$ cat src/logic/cwd_consts.svh
// Purpose: constants for the countdown watchdog timer
// Assumes: byte addresses on a 12-bit register port, 32-bit data
// Notes: all offsets, fields, resets and counts live here
// What this block does
// - start task loads counter from reload value
// - decrement per tick, expiry on wrap
// - keep rc oscillator on while running, unless another lf source is on
// - key in all enabled requests reloads counter
// - each request register has enable bit
// - counts during sleep and halt by default
// - optional pause during sleep or halt
// - expiry always requests system reset
// - interrupt enabled delays reset two ticks
// - pending reset can never be cancelled
// - configuration writes ignored once started
// - reset, or wake while still counting, unlocks configuration
`ifndef CWD_CONSTS_SVH
`define CWD_CONSTS_SVH
`define CWD_OFS_START 12'h000
`define CWD_OFS_STATUS 12'h100
`define CWD_OFS_MASK_SET 12'h304
`define CWD_OFS_MASK_CLR 12'h308
`define CWD_OFS_RUN 12'h400
`define CWD_OFS_REQ 12'h404
`define CWD_OFS_RELOAD_VALUE 12'h504
`define CWD_OFS_REQ_ENABLE 12'h508
`define CWD_OFS_CONFIG 12'h50c
`define CWD_OFS_REQ_BASE 12'h600
`define CWD_REQ_BASE_HI 7'h30
`define CWD_BIT_TIMEOUT 0
`define CWD_BIT_RELOADED 1
`define CWD_BIT_SLEEP_RUN 0
`define CWD_BIT_HALT_RUN 3
`define CWD_RELOAD_VALUE_RESET 32'hffffffff
`define CWD_REQ_ENABLE_RESET 8'h01
`define CWD_CONFIG_SLEEP_RESET 1'h1
`define CWD_CONFIG_HALT_RESET 1'h1
`define CWD_RELOAD_KEY 32'h6e524635
`define CWD_RESET_DELAY_TICKS 2'h2
`endif

$ cat src/logic/cwd_pkg.sv
// Purpose: types shared by the watchdog modules
// Assumes: constants come from cwd_consts.svh
// Notes: every module keeps its whole state in one struct
package cwd_pkg;
  typedef enum logic [1:0] {st_idle, st_count, st_delay, st_reset} cwd_state_t;

  typedef struct packed {
    cwd_state_t state;
    logic [31:0] counter;
    logic [31:0] reload_value;
    logic [7:0] req_enable;
    logic sleep_run;
    logic halt_run;
    logic [1:0] mask;
    logic [1:0] status;
    logic [1:0] delay_cnt;
    logic [31:0] rdata;
  } cwd_main_t;

  typedef struct packed {
    logic [7:0] pending;
    logic reload;
  } cwd_gate_t;

  typedef struct packed {
    logic prev;
  } cwd_tick_t;
endpackage

$ cat src/logic/cwd_tick_detect.sv
// Purpose: one-cycle tick on each rising edge of the low-frequency clock
// Assumes: low_freq_clock is synchronous to mclk
// Notes: tick is combinational from the input and one flop
`timescale 1ns/10ps
module cwd_tick_detect (
  input wire logic mclk,
  input wire logic rst_n,
  input wire logic low_freq_clock,
  output logic tick
);
  cwd_pkg::cwd_tick_t cur;
  cwd_pkg::cwd_tick_t next_cur;

  // remember the last level
  always_comb begin
    next_cur = cur;
    next_cur.prev = low_freq_clock;
  end

  // prev resets high so a high level at release is no edge
  always_ff @(posedge mclk or negedge rst_n) begin
    if (!rst_n) begin
      cur <= '{prev: 1'b1};
    end else begin
      cur <= next_cur;
    end
  end

  assign tick = low_freq_clock & ~cur.prev;

  a_tick_single: assert property (@(posedge mclk) disable iff (!rst_n)
    tick |=> !tick) else $error("tick lasted more than one cycle");
endmodule

$ cat src/logic/cwd_reload_gate.sv
// Purpose: eight reload request registers and the key check
// Assumes: enable is stable while armed, locked by the caller
// Notes: reload is a registered one-cycle pulse
`timescale 1ns/10ps
`include "cwd_consts.svh"
module cwd_reload_gate (
  input wire logic mclk,
  input wire logic rst_n,
  input wire logic arm,
  input wire logic [7:0] enable,
  input wire logic req_wr,
  input wire logic [2:0] req_idx,
  input wire logic [31:0] req_data,
  output logic [7:0] pending,
  output logic reload
);
  cwd_pkg::cwd_gate_t cur;
  cwd_pkg::cwd_gate_t next_cur;
  logic [7:0] remain;

  function automatic logic key_ok(input logic [31:0] d);
    return d == `CWD_RELOAD_KEY;
  endfunction

  // only a key into an enabled register clears its pending bit
  always_comb begin
    next_cur = cur;
    next_cur.reload = 1'b0;
    remain = cur.pending & ~(8'h01 << req_idx);
    if (arm) begin
      next_cur.pending = enable;
    end else if (req_wr && key_ok(req_data) && enable[req_idx]) begin
      if (remain == 8'h00) begin
        next_cur.reload = 1'b1;
        next_cur.pending = enable;
      end else begin
        next_cur.pending = remain;
      end
    end
  end

  always_ff @(posedge mclk or negedge rst_n) begin
    if (!rst_n) begin
      cur <= '{pending: 8'h00, reload: 1'b0};
    end else begin
      cur <= next_cur;
    end
  end

  assign pending = cur.pending;
  assign reload = cur.reload;

  a_bad_key: assert property (@(posedge mclk) disable iff (!rst_n)
    !arm && req_wr && req_data != `CWD_RELOAD_KEY |=> $stable(pending) && !reload)
    else $error("wrong key changed the requests");
  a_disabled_req: assert property (@(posedge mclk) disable iff (!rst_n)
    !arm && req_wr && !enable[req_idx] |=> $stable(pending) && !reload)
    else $error("disabled register took a request");
  a_all_keys: assert property (@(posedge mclk) disable iff (!rst_n)
    !arm && req_wr && req_data == `CWD_RELOAD_KEY && enable[req_idx]
    && (pending & ~(8'h01 << req_idx)) == 8'h00 |=> reload && pending == enable)
    else $error("last key did not reload");
endmodule

$ cat src/logic/cwd_watchdog.sv
// Purpose: countdown watchdog with locked config and reload keys
// Assumes: plain register port, read data one cycle after the strobe
// Notes: low_freq_clock edges are the count ticks
//
// The address map and the address-and-strobe port were decided locally.
`timescale 1ns/10ps
`include "cwd_consts.svh"
module cwd_watchdog (
  input wire logic mclk,
  input wire logic rst_n,
  input wire logic [11:0] reg_addr,
  input wire logic [31:0] reg_wdata,
  input wire logic reg_wr,
  input wire logic reg_rd,
  output logic [31:0] reg_rdata,
  input wire logic low_freq_clock,
  input wire logic cpu_sleeping,
  input wire logic cpu_halted,
  input wire logic other_lf_source_on,
  input wire logic wake_from_off,
  output logic rc_osc_request,
  output logic reset_request,
  output logic irq
);
  cwd_pkg::cwd_main_t cur;
  cwd_pkg::cwd_main_t next_cur;
  logic tick;
  logic count_ok;
  logic running;
  logic start_go;
  logic req_wr;
  logic cfg_open;
  logic [7:0] pending;
  logic reload;
  logic [1:0] set_bits;

  function automatic logic hit(input logic [11:0] a, input logic [11:0] ofs);
    return a == ofs;
  endfunction

  function automatic logic is_req(input logic [11:0] a);
    return a[11:5] == `CWD_REQ_BASE_HI && a[1:0] == 2'h0;
  endfunction

  cwd_tick_detect u_tick (
    .mclk(mclk),
    .rst_n(rst_n),
    .low_freq_clock(low_freq_clock),
    .tick(tick)
  );

  cwd_reload_gate u_gate (
    .mclk(mclk),
    .rst_n(rst_n),
    .arm(start_go),
    .enable(cur.req_enable),
    .req_wr(req_wr),
    .req_idx(reg_addr[4:2]),
    .req_data(reg_wdata),
    .pending(pending),
    .reload(reload)
  );

  // decoded strobes and conditions
  assign running = cur.state != cwd_pkg::st_idle;
  assign cfg_open = !running;
  assign start_go = reg_wr && hit(reg_addr, `CWD_OFS_START) && reg_wdata[0] && !running;
  assign req_wr = reg_wr && is_req(reg_addr) && cur.state == cwd_pkg::st_count;
  // pause only when the matching option is cleared
  assign count_ok = tick && (cur.sleep_run || !cpu_sleeping)
    && (cur.halt_run || !cpu_halted);

  // main next-state logic
  always_comb begin
    next_cur = cur;
    set_bits = 2'h0;
    unique case (cur.state)
      cwd_pkg::st_idle: begin
        if (start_go) begin
          next_cur.counter = cur.reload_value;
          next_cur.state = cwd_pkg::st_count;
        end
      end
      cwd_pkg::st_count: begin
        if (wake_from_off) begin
          next_cur.state = cwd_pkg::st_idle;
        end else if (count_ok && cur.counter == 32'h0) begin
          // wrap after zero: reload value plus one ticks in all
          next_cur.counter = cur.counter - 32'h1;
          set_bits[`CWD_BIT_TIMEOUT] = 1'b1;
          if (cur.mask[`CWD_BIT_TIMEOUT]) begin
            next_cur.delay_cnt = `CWD_RESET_DELAY_TICKS;
            next_cur.state = cwd_pkg::st_delay;
          end else begin
            next_cur.state = cwd_pkg::st_reset;
          end
        end else if (reload) begin
          next_cur.counter = cur.reload_value;
          set_bits[`CWD_BIT_RELOADED] = 1'b1;
        end else if (count_ok) begin
          next_cur.counter = cur.counter - 32'h1;
        end
      end
      cwd_pkg::st_delay: begin
        // raw ticks: pausing must not hold off a pending reset
        if (tick) begin
          next_cur.delay_cnt = cur.delay_cnt - 2'h1;
          if (cur.delay_cnt == 2'h1) begin
            next_cur.state = cwd_pkg::st_reset;
          end
        end
      end
      cwd_pkg::st_reset: begin
        next_cur.state = cwd_pkg::st_reset;
      end
    endcase

    // configuration writes, accepted only while stopped
    if (reg_wr && cfg_open) begin
      if (hit(reg_addr, `CWD_OFS_RELOAD_VALUE)) begin
        next_cur.reload_value = reg_wdata;
      end
      if (hit(reg_addr, `CWD_OFS_REQ_ENABLE)) begin
        next_cur.req_enable = reg_wdata[7:0];
      end
      if (hit(reg_addr, `CWD_OFS_CONFIG)) begin
        next_cur.sleep_run = reg_wdata[`CWD_BIT_SLEEP_RUN];
        next_cur.halt_run = reg_wdata[`CWD_BIT_HALT_RUN];
      end
    end

    // interrupt mask set and clear, never locked
    if (reg_wr && hit(reg_addr, `CWD_OFS_MASK_SET)) begin
      next_cur.mask = cur.mask | reg_wdata[1:0];
    end
    if (reg_wr && hit(reg_addr, `CWD_OFS_MASK_CLR)) begin
      next_cur.mask = cur.mask & ~reg_wdata[1:0];
    end

    // read clears status, a new event in the same cycle wins
    if (reg_rd && hit(reg_addr, `CWD_OFS_STATUS)) begin
      next_cur.status = set_bits;
    end else begin
      next_cur.status = cur.status | set_bits;
    end

    // read data live for the one cycle after the strobe
    next_cur.rdata = 32'h0;
    if (reg_rd) begin
      unique case (reg_addr)
        `CWD_OFS_STATUS: next_cur.rdata = {30'h0, cur.status};
        `CWD_OFS_MASK_SET: next_cur.rdata = {30'h0, cur.mask};
        `CWD_OFS_MASK_CLR: next_cur.rdata = {30'h0, cur.mask};
        `CWD_OFS_RUN: next_cur.rdata = {31'h0, running};
        `CWD_OFS_REQ: next_cur.rdata = {24'h0, pending};
        `CWD_OFS_RELOAD_VALUE: next_cur.rdata = cur.reload_value;
        `CWD_OFS_REQ_ENABLE: next_cur.rdata = {24'h0, cur.req_enable};
        `CWD_OFS_CONFIG: next_cur.rdata = {28'h0, cur.halt_run, 2'h0, cur.sleep_run};
        default: next_cur.rdata = 32'h0;
      endcase
    end
  end

  // reset returns everything to stopped and unlocked
  always_ff @(posedge mclk or negedge rst_n) begin
    if (!rst_n) begin
      cur <= '{state: cwd_pkg::st_idle, counter: 32'h0,
        reload_value: `CWD_RELOAD_VALUE_RESET, req_enable: `CWD_REQ_ENABLE_RESET,
        sleep_run: `CWD_CONFIG_SLEEP_RESET, halt_run: `CWD_CONFIG_HALT_RESET,
        mask: 2'h0, status: 2'h0, delay_cnt: 2'h0, rdata: 32'h0};
    end else begin
      cur <= next_cur;
    end
  end

  // outputs
  assign reg_rdata = cur.rdata;
  assign rc_osc_request = running && !other_lf_source_on;
  assign reset_request = cur.state == cwd_pkg::st_reset;
  assign irq = |(cur.status & cur.mask);

  a_start_load: assert property (@(posedge mclk) disable iff (!rst_n)
    start_go |=> cur.state == cwd_pkg::st_count && cur.counter == $past(cur.reload_value))
    else $error("start did not load the counter");
  a_count_step: assert property (@(posedge mclk) disable iff (!rst_n)
    cur.state == cwd_pkg::st_count && count_ok && !reload && !wake_from_off
    |=> cur.counter == $past(cur.counter) - 32'h1)
    else $error("counter did not step once per tick");
  a_default_run: assert property (@(posedge mclk) disable iff (!rst_n)
    cur.state == cwd_pkg::st_count && tick && cur.sleep_run && cur.halt_run
    && !reload && !wake_from_off |=> cur.counter != $past(cur.counter))
    else $error("counter paused without option");
  a_pause_hold: assert property (@(posedge mclk) disable iff (!rst_n)
    cur.state == cwd_pkg::st_count && !reload
    && ((cpu_sleeping && !cur.sleep_run) || (cpu_halted && !cur.halt_run))
    |=> $stable(cur.counter))
    else $error("counter moved while paused");
  a_expiry_event: assert property (@(posedge mclk) disable iff (!rst_n)
    cur.state == cwd_pkg::st_count && count_ok && cur.counter == 32'h0 && !wake_from_off
    |=> cur.status[`CWD_BIT_TIMEOUT] && cur.counter == 32'hffffffff)
    else $error("wrap raised no expiry");
  a_reset_now: assert property (@(posedge mclk) disable iff (!rst_n)
    cur.state == cwd_pkg::st_count && count_ok && cur.counter == 32'h0
    && !wake_from_off && !cur.mask[`CWD_BIT_TIMEOUT] |=> reset_request)
    else $error("expiry gave no reset");
  a_reset_delay: assert property (@(posedge mclk) disable iff (!rst_n)
    cur.state == cwd_pkg::st_count && count_ok && cur.counter == 32'h0
    && !wake_from_off && cur.mask[`CWD_BIT_TIMEOUT]
    |=> !reset_request && cur.delay_cnt == 2'h2)
    else $error("interrupt did not delay reset");
  a_delay_end: assert property (@(posedge mclk) disable iff (!rst_n)
    cur.state == cwd_pkg::st_delay && tick && cur.delay_cnt == 2'h1 |=> reset_request)
    else $error("reset not raised after two ticks");
  a_reset_hold: assert property (@(posedge mclk) disable iff (!rst_n)
    reset_request |=> reset_request)
    else $error("pending reset was cancelled");
  a_delay_hold: assert property (@(posedge mclk) disable iff (!rst_n)
    cur.state == cwd_pkg::st_delay |=> cur.state inside {cwd_pkg::st_delay, cwd_pkg::st_reset})
    else $error("delayed reset was cancelled");
  a_rc_keep: assert property (@(posedge mclk) disable iff (!rst_n)
    $rose(running) && !other_lf_source_on |-> rc_osc_request)
    else $error("oscillator not requested");
  a_cfg_lock: assert property (@(posedge mclk) disable iff (!rst_n)
    running && reg_wr |=> $stable(cur.reload_value) && $stable(cur.req_enable)
    && $stable(cur.sleep_run) && $stable(cur.halt_run))
    else $error("locked configuration changed");
  a_cfg_open: assert property (@(posedge mclk) disable iff (!rst_n)
    !running && reg_wr && reg_addr == `CWD_OFS_RELOAD_VALUE
    |=> cur.reload_value == $past(reg_wdata))
    else $error("unlocked write was lost");
  a_reload_load: assert property (@(posedge mclk) disable iff (!rst_n)
    cur.state == cwd_pkg::st_count && reload && !wake_from_off
    && !(count_ok && cur.counter == 32'h0) |=> cur.counter == $past(cur.reload_value))
    else $error("reload did not load the counter");

  // counter moves only on start, a tick or a reload, never wraps early
  a_idle_hold: assert property (@(posedge mclk) disable iff (!rst_n)
    cur.state == cwd_pkg::st_idle && !start_go |=> $stable(cur.counter))
    else $error("counter moved while stopped");
  a_tick_only: assert property (@(posedge mclk) disable iff (!rst_n)
    cur.state == cwd_pkg::st_count && !tick && !reload |=> $stable(cur.counter))
    else $error("counter moved without a tick");
  a_no_early_exp: assert property (@(posedge mclk) disable iff (!rst_n)
    cur.state == cwd_pkg::st_count && count_ok && cur.counter != 32'h0 && !wake_from_off
    |=> cur.state == cwd_pkg::st_count)
    else $error("expiry before the count ran out");
  a_pending_arm: assert property (@(posedge mclk) disable iff (!rst_n)
    start_go |=> pending == $past(cur.req_enable))
    else $error("start did not arm the enabled requests");
  a_delay_wait: assert property (@(posedge mclk) disable iff (!rst_n)
    cur.state == cwd_pkg::st_delay && !tick
    |=> cur.state == cwd_pkg::st_delay && $stable(cur.delay_cnt))
    else $error("reset delay moved without a tick");
  a_delay_reload: assert property (@(posedge mclk) disable iff (!rst_n)
    cur.state inside {cwd_pkg::st_delay, cwd_pkg::st_reset} && reload
    |=> $stable(cur.counter))
    else $error("reload acted after expiry");
  a_req_idle: assert property (@(posedge mclk) disable iff (!rst_n)
    cur.state != cwd_pkg::st_count && reg_wr && is_req(reg_addr) |=> !reload)
    else $error("request outside counting gave a reload");
  a_wake_stop: assert property (@(posedge mclk) disable iff (!rst_n)
    cur.state == cwd_pkg::st_count && wake_from_off |=> !running)
    else $error("wake did not stop and unlock");
endmodule

$ cat config.mk
export PLATFORM = sky130hd
export DESIGN_NAME = cwd_watchdog
export DESIGN_NICKNAME = d
export VERILOG_FILES = /design/src/logic/cwd_pkg.sv /design/src/logic/cwd_tick_detect.sv /design/src/logic/cwd_reload_gate.sv /design/src/logic/cwd_watchdog.sv
export VERILOG_INCLUDE_DIRS = /design/src /design/src/logic
export SDC_FILE = /design/constraint.sdc
export NUM_CORES = 1
export LEC_CHECK = 0
export BUFFER_PORTS_ARGS = -buffer_cell sky130_fd_sc_hd__buf_2
export CAP_MARGIN = 20
export CORE_MARGIN = 2
export CORE_UTILIZATION = 65
export CTS_BUF_LIST = sky130_fd_sc_hd__clkbuf_8
export DETAILED_ROUTE_END_ITERATION = 8
export HOLD_SLACK_MARGIN = 0.12
export PLACE_DENSITY_LB_ADDON = 0.08
export SETUP_SLACK_MARGIN = 0.05
export SLEW_MARGIN = 10
export SYNTH_ARGS = -nofsm -noshare
export SYNTH_HDL_FRONTEND = slang
export SYNTH_HIERARCHICAL = 1
export SYNTH_SLANG_ARGS = --single-unit
$ cat constraint.sdc
create_clock -name mclk -period 4.7 [get_ports mclk]
set_input_delay 0.235 -clock mclk [delete_from_list [all_inputs] [get_ports mclk]]
set_output_delay 0.235 -clock mclk [all_outputs]
set_load 0.02 [all_outputs]
==> results of run 1 <==
worst max-delay path, cell delays in order (launching register included):
cell	delay (ns)
dfrtp_1	0.46
nor2b_1	0.44
nand3_1	0.14
nor3_1	0.29
nor4bb_1	0.31
nand4_1	0.19
or4_4	0.50
o41ai_4	0.49
a22o_1	0.25
kinds of logic (layout without fill, tap and decap cells):
group           after synthesis  after routing
buf+inv                      78            173
fa+ha+maj                     2              2
simple gates                259            259
flops                       124            124
mux                          50             50
compound gates              108            108
final cells by class:
class	instances	area, sq um	share of cell area [%]
Tap cell	133	166	2.18
Inverter	12	45.0	0.590
Clock buffer	18	248	3.24
Clock inverter	14	216	2.84
Multi-Input combinational cell	419	2970	38.9
Sequential cell	124	3150	41.2
Timing Repair Buffer	129	841	11.0
power by group through the flow:
| stage | clock network [W] | logic (W) | registers (W) |
|---|---|---|---|
| floorplan | 0 | 0.0000305 | 0.00109 |
| global placement | 0 | 0.0000916 | 0.00109 |
| detailed placement | 0 | 0.0000928 | 0.00109 |
| CTS | 0.00111 | 0.000116 | 0.00107 |
| global route | 0.00116 | 0.000128 | 0.00107 |
| finish | 0.00111 | 0.000118 | 0.00107 |
per-layer routing:
metal  share of wire, %  vias up  global-route usage (%)
met2                 50      305                    57.2
met3                6.4       60                    7.14
li1                   -     2502                       -
met5                  0        -                       0
met1                 39     2720                    41.9
met4                4.3        0                    17.5
worst paths after layout:
path | start | end | slack, ns | cells past startpoint
worst max register to register | cur[112] | u_gate/pending[7] | 1.56 | 8
worst min register to register | cur[32] | cur[32] | 0.49 | 1
max in group asynchronous | rst_n | cur[76] | 3.06 | 3
worst max-delay path | cur[112] | u_gate/pending[7] | 1.56 | 8
min in group asynchronous | rst_n | reg_rdata[17] | 0.49 | 2
worst min-delay path | reg_wr | flip-flop | 0.24 | 3
state kept, by name (all words and copies together) (netlist names), named ones only:
register / count
reg_rdata: 32
u_tick/cur: 1
u_gate/pending: 8
cur: 80
u_gate/reload: 1
cell usage after synthesis, types with 9 or more instances:
library cell,n
dfrtp_1,88
mux2_2,43
nand3_1,43
nand2_1,42
dfstp_2,36
buf_4,33
nor2_1,31
and3_1,29
clkbuf_1,28
nand4_1,22
nor4_1,15
a21oi_1,13
o21ai_0,13
inv_1,12
nand2b_1,11
nor3_1,10
a22o_1,9
o311ai_0,9
through the flow:
stage	setup WS, ns	instances	total power [W]	area [sq um]
finish	1.56	849	0.00230	7630
global route	1.37	849	0.00236	7630
CTS	1.60	849	0.00230	7630
detailed placement	1.63	782	0.00119	6820
global placement	1.74	782	0.00119	6820
floorplan	1.96	621	0.00112	6510
==> results.cfg, run 1 <==
[min_path]
worstHoldPathType = input port to flip-flop

[cts]
htreeDepth = 4
post_cts_buffers = 0
clk_pin_slew_ns = 0.08
cts_num_sinks = 124
numCtsBuffers = 17
clock_latency_ns = 0.45
cts_resized = 0
ctsRootBufferMaster = clkbuf_8
cts_hold_buffers = 35
cts_tree = done
cts_buffer_depth = 2

[place]
io_buffers = 87
dpl.hpwl_mm = 11.7
gp_congestion = 0.929

[yosys]
netlist.area_leader.share_pct = 33.8
synth_cell_type_count = 71
synthCells = 621
synth.avg_cell_area_sq_um = 10.5
synthArstFlopShare_pct = 100
synth-edff-count = 0
synthAdderAreaFrac_pct = 0.384
synth_xor_xnor_area_share_pct = 0
ys.flop_type = dfrtp_1
synth_area_leaders = dfrtp_1 (34%), dfstp_2 (15%), mux2_2 (7.4%), buf_4 (3.8%), nand3_1 (3.3%)
ys_ff_latch = 124
ys_seq_area_share_pct = 48.3
syn_area_sq_um = 6510
ys_warn_count = 6
yosys.area_share.simple_pct = 22.9
postSynthNetCount = 676
synth_mux_area_share_pct = 9.01
synth-compound-area-share_pct = 12.8
synth_top_family_by_area = simple AND/OR/NAND/NOR gates
yosysTopAreaCell = dfrtp_1

[drt]
ant_nets = 0
drt_pre_antenna_iters = 5
drtIter0Drc = 520
via_count = 5587
wl_per_cell_um = 21.2
viasPerCell = 6.58
drc_errors = 0
finalWirelength_mm = 18.0

[timing]
finClkSkew_ns = 0.0142
slew_headroom_pct = 29.2
worst_hold_slack_ns = 0.245
period_needed_ns = 3.14
finalSetupViolations = 0
finalHoldViolations = 0
period_share_pct = 66.8
worst_slew_pin_slew_ns = 1.05
timing.fmax_mhz = 319
rsz0062_at_grt = false
finalMaxSlewViolations = 0
setup_tns_ns = 0

[critical_path]
critPathCaptureType = flip-flop
critPathKind = flip-flop to flip-flop
cp.arrival_ns = 3.52
cp_max_fo = 8
startpoint_type = flip-flop
cp.required_ns = 5.08

[final_layout]
mostFrequentLayoutCells = dfrtp_1 (88), buf_2 (86), nand3_1 (43), mux2_2 (43), nand2_1 (42)
postLayoutCoreUtil_pct = 78.5
mostFrequentLayoutCell = dfrtp_1
diodes = 0
drive_gt1_share_pct = 32.3
final_nets = 758
syn2layout_area_growth_pct = 17.3
n_fill_cell = 637

[power]
p_int_w = 0.00177
clockPowerShare_pct = 48.1
power_switching_share_pct = 23.0
p_switching_w = 0.000529
max-vdd-ir-drop_uv = 171
seqPwrFrac_pct = 46.8
leakagePower_nw = 3.43
power_density_nw_per_um2 = 301
power_frac_comb_pct = 5.1

[global_route]
antenna_found_initial = 0
grt_usage_pct = 34.2
grt_max_degree = 81
grt_pass1_vias = 5429
grt_pass1_wl_mm = 28.7
grt-ovfl-total = 0

[die]
core_area_sq_um = 9730
ioPinCount = 88
die_x_um = 104
num_rows = 36
dieArea_sq_um = 10800
die_y_um = 104
start_util_pct = 66.9

[flow_run]
max_cap_viol_count = 0

[run_status]
run_status = finished, final reports clean
Power figures use the tool's default switching activity.
==> run 2: changes to the inputs <==
--- a/config.mk
+++ b/config.mk
@@ -6,10 +6,11 @@
 export SDC_FILE = /design/constraint.sdc
 export NUM_CORES = 1
 export LEC_CHECK = 0
+export ABC_AREA = 1
 export BUFFER_PORTS_ARGS = -buffer_cell sky130_fd_sc_hd__buf_2
 export CAP_MARGIN = 20
 export CORE_MARGIN = 2
-export CORE_UTILIZATION = 65
+export CORE_UTILIZATION = 55
 export CTS_BUF_LIST = sky130_fd_sc_hd__clkbuf_8
 export DETAILED_ROUTE_END_ITERATION = 8
 export HOLD_SLACK_MARGIN = 0.12
==> constraint.sdc (replaced) <==
create_clock -name mclk -period 2.7 [get_ports mclk]
set_input_delay 0.135 -clock mclk [delete_from_list [all_inputs] [get_ports mclk]]
set_output_delay 0.135 -clock mclk [all_outputs]
set_load 0.02 [all_outputs]
==> run 2 against run 1 <==
Against the previous run:
- worst setup slack worse by 1.2 ns
- sequential cell count stayed put
- sequential share of layout area is 4.0 points lower
- wire length is 6.5% higher
- total power is 63% higher
- clock skew is 0.0035 ns lower
- core utilization is 14 points lower
- via count is 21% higher
- clock-buffer cell count stayed put
- combinational power grew to 2.5 times the previous value
- die area is 32% higher
- final area is 11% higher
- largest cell class is now multi-input combinational cells
- largest power group is now registers
==> results.cfg, run 2 <==
[final_layout]
diodes = 0
mostFrequentLayoutCells = nand2_1 (290), nor2_1 (152), inv_1 (130), nand3_1 (122), dfrtp_1 (88)
largest-register = cur
final_nets = 1187
postLayoutCoreUtil_pct = 64.3
largest_reg_flops = 80
syn2layout_area_growth_pct = 14.6
n_fill_cell = 1234
mostFrequentLayoutCell = nand2_1
drive_gt1_share_pct = 17.9

[power]
p_int_w = 0.00270
clockPowerShare_pct = 41.4
leakagePower_nw = 4.79
p_switching_w = 0.00106
seqPwrFrac_pct = 50.6
max-vdd-ir-drop_uv = 393
power_switching_share_pct = 28.1
power_frac_comb_pct = 8.0
power_w = 0.00375
power_density_nw_per_um2 = 444

[yosys]
synth_area_leaders = dfrtp_1 (30%), nand2_1 (15%), dfstp_2 (13%), nand3_1 (8.3%), nor2_1 (7.8%)
postSynthNetCount = 1095
netlist.area_leader.share_pct = 29.9
synthArstFlopShare_pct = 100
ys_warn_count = 6
synth.avg_cell_area_sq_um = 7.08
synthCells = 1040
ys_top_cells_by_count = nand2_1 (290), nor2_1 (153), inv_1 (130)
ys_ff_latch = 124
yosys.cell_count.top_type = nand2_1
synth_cell_type_count = 36
ys_seq_area_share_pct = 42.7
ys.flop_type = dfrtp_1
synth-edff-count = 0
yosysTopAreaCell = dfrtp_1
syn_area_sq_um = 7370

[drt]
via_count = 6762
finalWirelength_mm = 19.2
drt_pre_antenna_iters = 7
drc_errors = 0
viasPerCell = 5.12
drtIter0Drc = 572
wl_per_cell_um = 14.5
ant_nets = 0

[place]
io_buffers = 87
dpl.hpwl_mm = 13.3
gp_congestion = 0.980
dp_slack_ns = 0.373

[cts]
numCtsBuffers = 17
ctsRootBufferMaster = clkbuf_8
cts_buffer_depth = 2
cts_num_sinks = 124
htreeDepth = 4
post_cts_buffers = 0
cts_tree = done
clk_pin_slew_ns = 0.08
clock_latency_ns = 0.46

[run_status]
run_status = finished, final reports clean

[min_path]
worstHoldPathType = input port to flip-flop

[die]
core_area_sq_um = 13100
dieArea_sq_um = 14300
ioPinCount = 88
num_rows = 42
die_y_um = 120
start_util_pct = 56.1
die_x_um = 120

[timing]
setup_tns_ns = 0
period_needed_ns = 2.31
worst_slew_pin_slew_ns = 0.680
finalMaxSlewViolations = 0
timing.final.ws_setup_ns = 0.395
timing.fmax_mhz = 434
worst_hold_slack_ns = 0.187
finalHoldViolations = 0
slew_headroom_pct = 54.3
rsz0062_at_grt = false
finClkSkew_ns = 0.0106
finalSetupViolations = 0
period_share_pct = 85.4

[global_route]
antenna_found_initial = 0
grt_pass1_vias = 6424
grt_pass1_wl_mm = 32.2
grt_usage_pct = 28.7
grt_max_degree = 65
grt-ovfl-total = 0

[critical_path]
cp.required_ns = 3.04
cp.arrival_ns = 2.64
critPathCaptureType = flip-flop
critPathKind = flip-flop to flip-flop
startpoint_type = flip-flop
cp_max_fo = 9

[flow_run]
max_cap_viol_count = 0
## run 2: cell type report
type | instances | area, sq um | area share, %
clock buffer | 18 | 248 | 2.93
clock inverter | 14 | 123 | 1.45
tap | 176 | 220 | 2.61
timing repair buffer | 135 | 911 | 10.8
multi-input combinational | 718 | 3280 | 38.8
inverter | 136 | 515 | 6.10
sequential | 124 | 3150 | 37.3
## run 2: stage by stage
stage | std cells | cell area, sq um
4_1_cts | 1321 | 8440
3_5_place_dp | 1249 | 7670
2_1_floorplan | 1040 | 7370
6_report | 1321 | 8440
5_1_grt | 1321 | 8440
3_3_place_gp | 1249 | 7670
## run 2: repair_timing
| action | CTS | global route |
|---|---|---|
| gates resized for setup | 0 | 0 |
| hold buffers | 40 | 0 |
| setup endpoints to repair | 0 | 0 |
| hold endpoints to repair | 99 | 0 |
## run 2: logic make-up after synthesis
| group | after synthesis | share of synthesized area, % |
|---|---|---|
| AOI/OAI and AO/OA | 74 | 5.38 |
| xor gates and xnor gates | 12 | 1.43 |
| adders and majority gates | 2 | 0.340 |
| buffers and inverters | 198 | 12.8 |
| DFF | 124 | 42.7 |
| muxes | 1 | 0.136 |
| and+or+nand+nor | 629 | 37.2 |
## run 2: power groups by stage
stage | sequential (W) | clock, W | combinational (W)
floorplan | 0.00193 | 0 | 0.000134
global placement | 0.00193 | 0 | 0.000256
detailed placement | 0.00193 | 0 | 0.000259
CTS | 0.00190 | 0.00158 | 0.000299
global route | 0.00190 | 0.00166 | 0.000340
finish | 0.00190 | 0.00155 | 0.000299
## run 2: per-layer routing
layer  vias to the layer above  GRT usage (%)  routed length [um]
met1                      3106           41.6                9100
met5                         -              0                   0
met2                       220           43.5                8520
li1                       3406              -                   -
met4                         0           9.19                 354
met3                        30           5.85                1220
## run 2: worst max-delay path: stages (launching register included)
cell	delay (ns)
dfrtp_1	0.42
inv_1	0.07
nor2_2	0.16
nand4_1	0.11
nor4_1	0.53
nand2_1	0.11
nor2_1	0.22
inv_1	0.06
nor2_1	0.18
nand2_4	0.13
nand3_1	0.12
nand3_1	0.09
## run 2: worst paths after layout
path	start	endpoint	slack, ns	cells after the start
setup reg to reg	cur[112]	u_gate/pending[3]	0.39	11
setup / recovery	cur[112]	u_gate/pending[3]	0.39	11
min in group asynchronous	rst_n	cur[45]	0.23	2
hold reg to reg	cur[54]	cur[54]	0.48	2
max in group asynchronous	rst_n	cur[77]	1.61	3
hold / removal	cpu_sleeping	cur[34]	0.19	6
==> run 3: changes to the inputs <==
--- a/config.mk
+++ b/config.mk
@@ -10,7 +10,7 @@
 export BUFFER_PORTS_ARGS = -buffer_cell sky130_fd_sc_hd__buf_2
 export CAP_MARGIN = 20
 export CORE_MARGIN = 2
-export CORE_UTILIZATION = 55
+export CORE_UTILIZATION = 30
 export CTS_BUF_LIST = sky130_fd_sc_hd__clkbuf_8
 export DETAILED_ROUTE_END_ITERATION = 8
 export HOLD_SLACK_MARGIN = 0.12
==> run 3 against run 2 <==
Against the previous run:
- final area up 3.5%
- global-route usage down 11 points
- largest power group unchanged
- sequential cell count unchanged
==> results.cfg, run 3 (synthesis gave the netlist of run 2 again) <==
[final_layout]
multi_input_area_sq_um = 3280
drive_gt1_share_pct = 18.5
n_fill_cell = 2659
seq_area_sq_um = 3150
final_nets = 1195
mostFrequentLayoutCells = nand2_1 (290), nor2_1 (152), inv_1 (130), nand3_1 (122), dfrtp_1 (88)
mostFrequentLayoutCell = nand2_1
postLayoutCoreUtil_pct = 36.1
largest-register = cur
largest_reg_flops = 80
syn2layout_area_growth_pct = 18.7
diodes = 0

[die]
ioPinCount = 88
die_x_um = 161
core_area_sq_um = 24200
start_util_pct = 30.4
dieArea_sq_um = 25800
num_rows = 57
die_y_um = 161

[critical_path]
cp.required_ns = 3.02
startpoint_type = flip-flop
endpoint = u_gate/pending[6]
r2r_start = cur[112]
reg2reg_to = u_gate/pending[6]
cp_max_fo = 9
r2r_slack_ns = 0.40
cp.arrival_ns = 2.62
crit_path_start = cur[112]
r2r_cells = 11
critPathCaptureType = flip-flop
critPathKind = flip-flop to flip-flop

[place]
dpl.hpwl_mm = 15.9
io_buffers = 87
gp_congestion = 0.852

[timing]
period_share_pct = 85.2
timing.fmax_mhz = 435
finalSetupViolations = 0
finalHoldViolations = 0
slew_headroom_pct = 52.3
period_needed_ns = 2.30
finalMaxSlewViolations = 0
finClkSkew_ns = 0.0159
setup_tns_ns = 0
worst_hold_slack_ns = 0.208
rsz0062_at_grt = false
worst_slew_pin_slew_ns = 0.716

[power]
max-vdd-ir-drop_uv = 208
leakagePower_nw = 4.85
power_density_nw_per_um2 = 454
power_w = 0.00397

[global_route]
grt-ovfl-total = 0
grt_use_met2_pct = 27.0
grt_max_degree = 71
grt_pass1_vias = 6465
grt_pass1_wl_mm = 35.6
use_met3_pct = 2.74
grt_use_met1_pct = 26.2
busiest_layer = met2
grt_usage_pct = 17.6
antenna_found_initial = 0

[min_path]
worstHoldPathType = input port to flip-flop

[cts]
cts_resized = 0
clock_latency_ns = 0.45
post_cts_buffers = 0
cts_hold_buffers = 40
clk_pin_slew_ns = 0.09
htreeDepth = 4
numCtsBuffers = 17
cts_num_sinks = 124
ctsRootBufferMaster = clkbuf_8
cts_tree = done
cts_buffer_depth = 2

[drt]
drt_pre_antenna_iters = 4
wl_per_cell_um = 14.8
drc_errors = 0
viasPerCell = 4.48
via_count = 6622
ant_nets = 0
drtIter0Drc = 385
finalWirelength_mm = 21.9

[run_status]
run_status = finished, final reports clean

[flow_run]
max_cap_viol_count = 0
-- run 3: how the worst min path moves through the flow --
stage	slack, ns	cells past startpoint	start	to
3_3_place_gp	0.21	1	rst_n	cur[113]
2_1_floorplan	-0.16	0	rst_n	async pin
4_1_cts	0.17	5	reg_wr	cur[39]
5_1_grt	0.21	6	cpu_sleeping	cur[34]
3_5_place_dp	0.21	1	rst_n	cur[113]
6_report	0.21	6	cpu_sleeping	cur[34]
-- run 3: metrics by stage --
stage | area, sq um | cells | worst slack, ns
2_1_floorplan | 7370 | 1040 | 0.981
5_1_grt | 8740 | 1477 | 0.155
3_5_place_dp | 7940 | 1405 | 0.290
6_report | 8740 | 1477 | 0.399
4_1_cts | 8740 | 1477 | 0.268
3_3_place_gp | 7940 | 1405 | 0.264
-- run 3: routing by layer --
| layer | wire length (um) | part of all wire (%) | vias to the layer above |
|---|---|---|---|
| li1 | - | - | 3422 |
| met1 | 11300 | 52 | 3097 |
| met2 | 9810 | 45 | 93 |
| met3 | 637 | 2.9 | 10 |
| met4 | 163 | 0.74 | 0 |
| met5 | 0 | 0 | - |
-- run 3: report_power, final --
group          switching [W]  leakage [nW]  internal (W)
logic               0.000179          3.08      0.000124
clock network       0.000912         0.202      0.000855
registers          0.0000181          1.57       0.00188
-- run 3: layout make-up --
class	count	share of cell area, %
clock buffers	17	2.68
clock inverters	15	1.99
inverters	136	5.90
multi-input cells	718	37.5
flip-flops and latches	124	36.0
well taps	324	4.64
repair buffers	143	11.3
-- run 3: critical path: stages, from the launching register on --
cell,delay (ns)
dfrtp_1,0.41
inv_1,0.07
nor2_2,0.23
nand4_1,0.12
nor4_1,0.48
nand2_1,0.11
nor2_1,0.20
inv_1,0.06
nor2_1,0.17
nand2_4,0.13
nand3_1,0.09
nand3_1,0.09
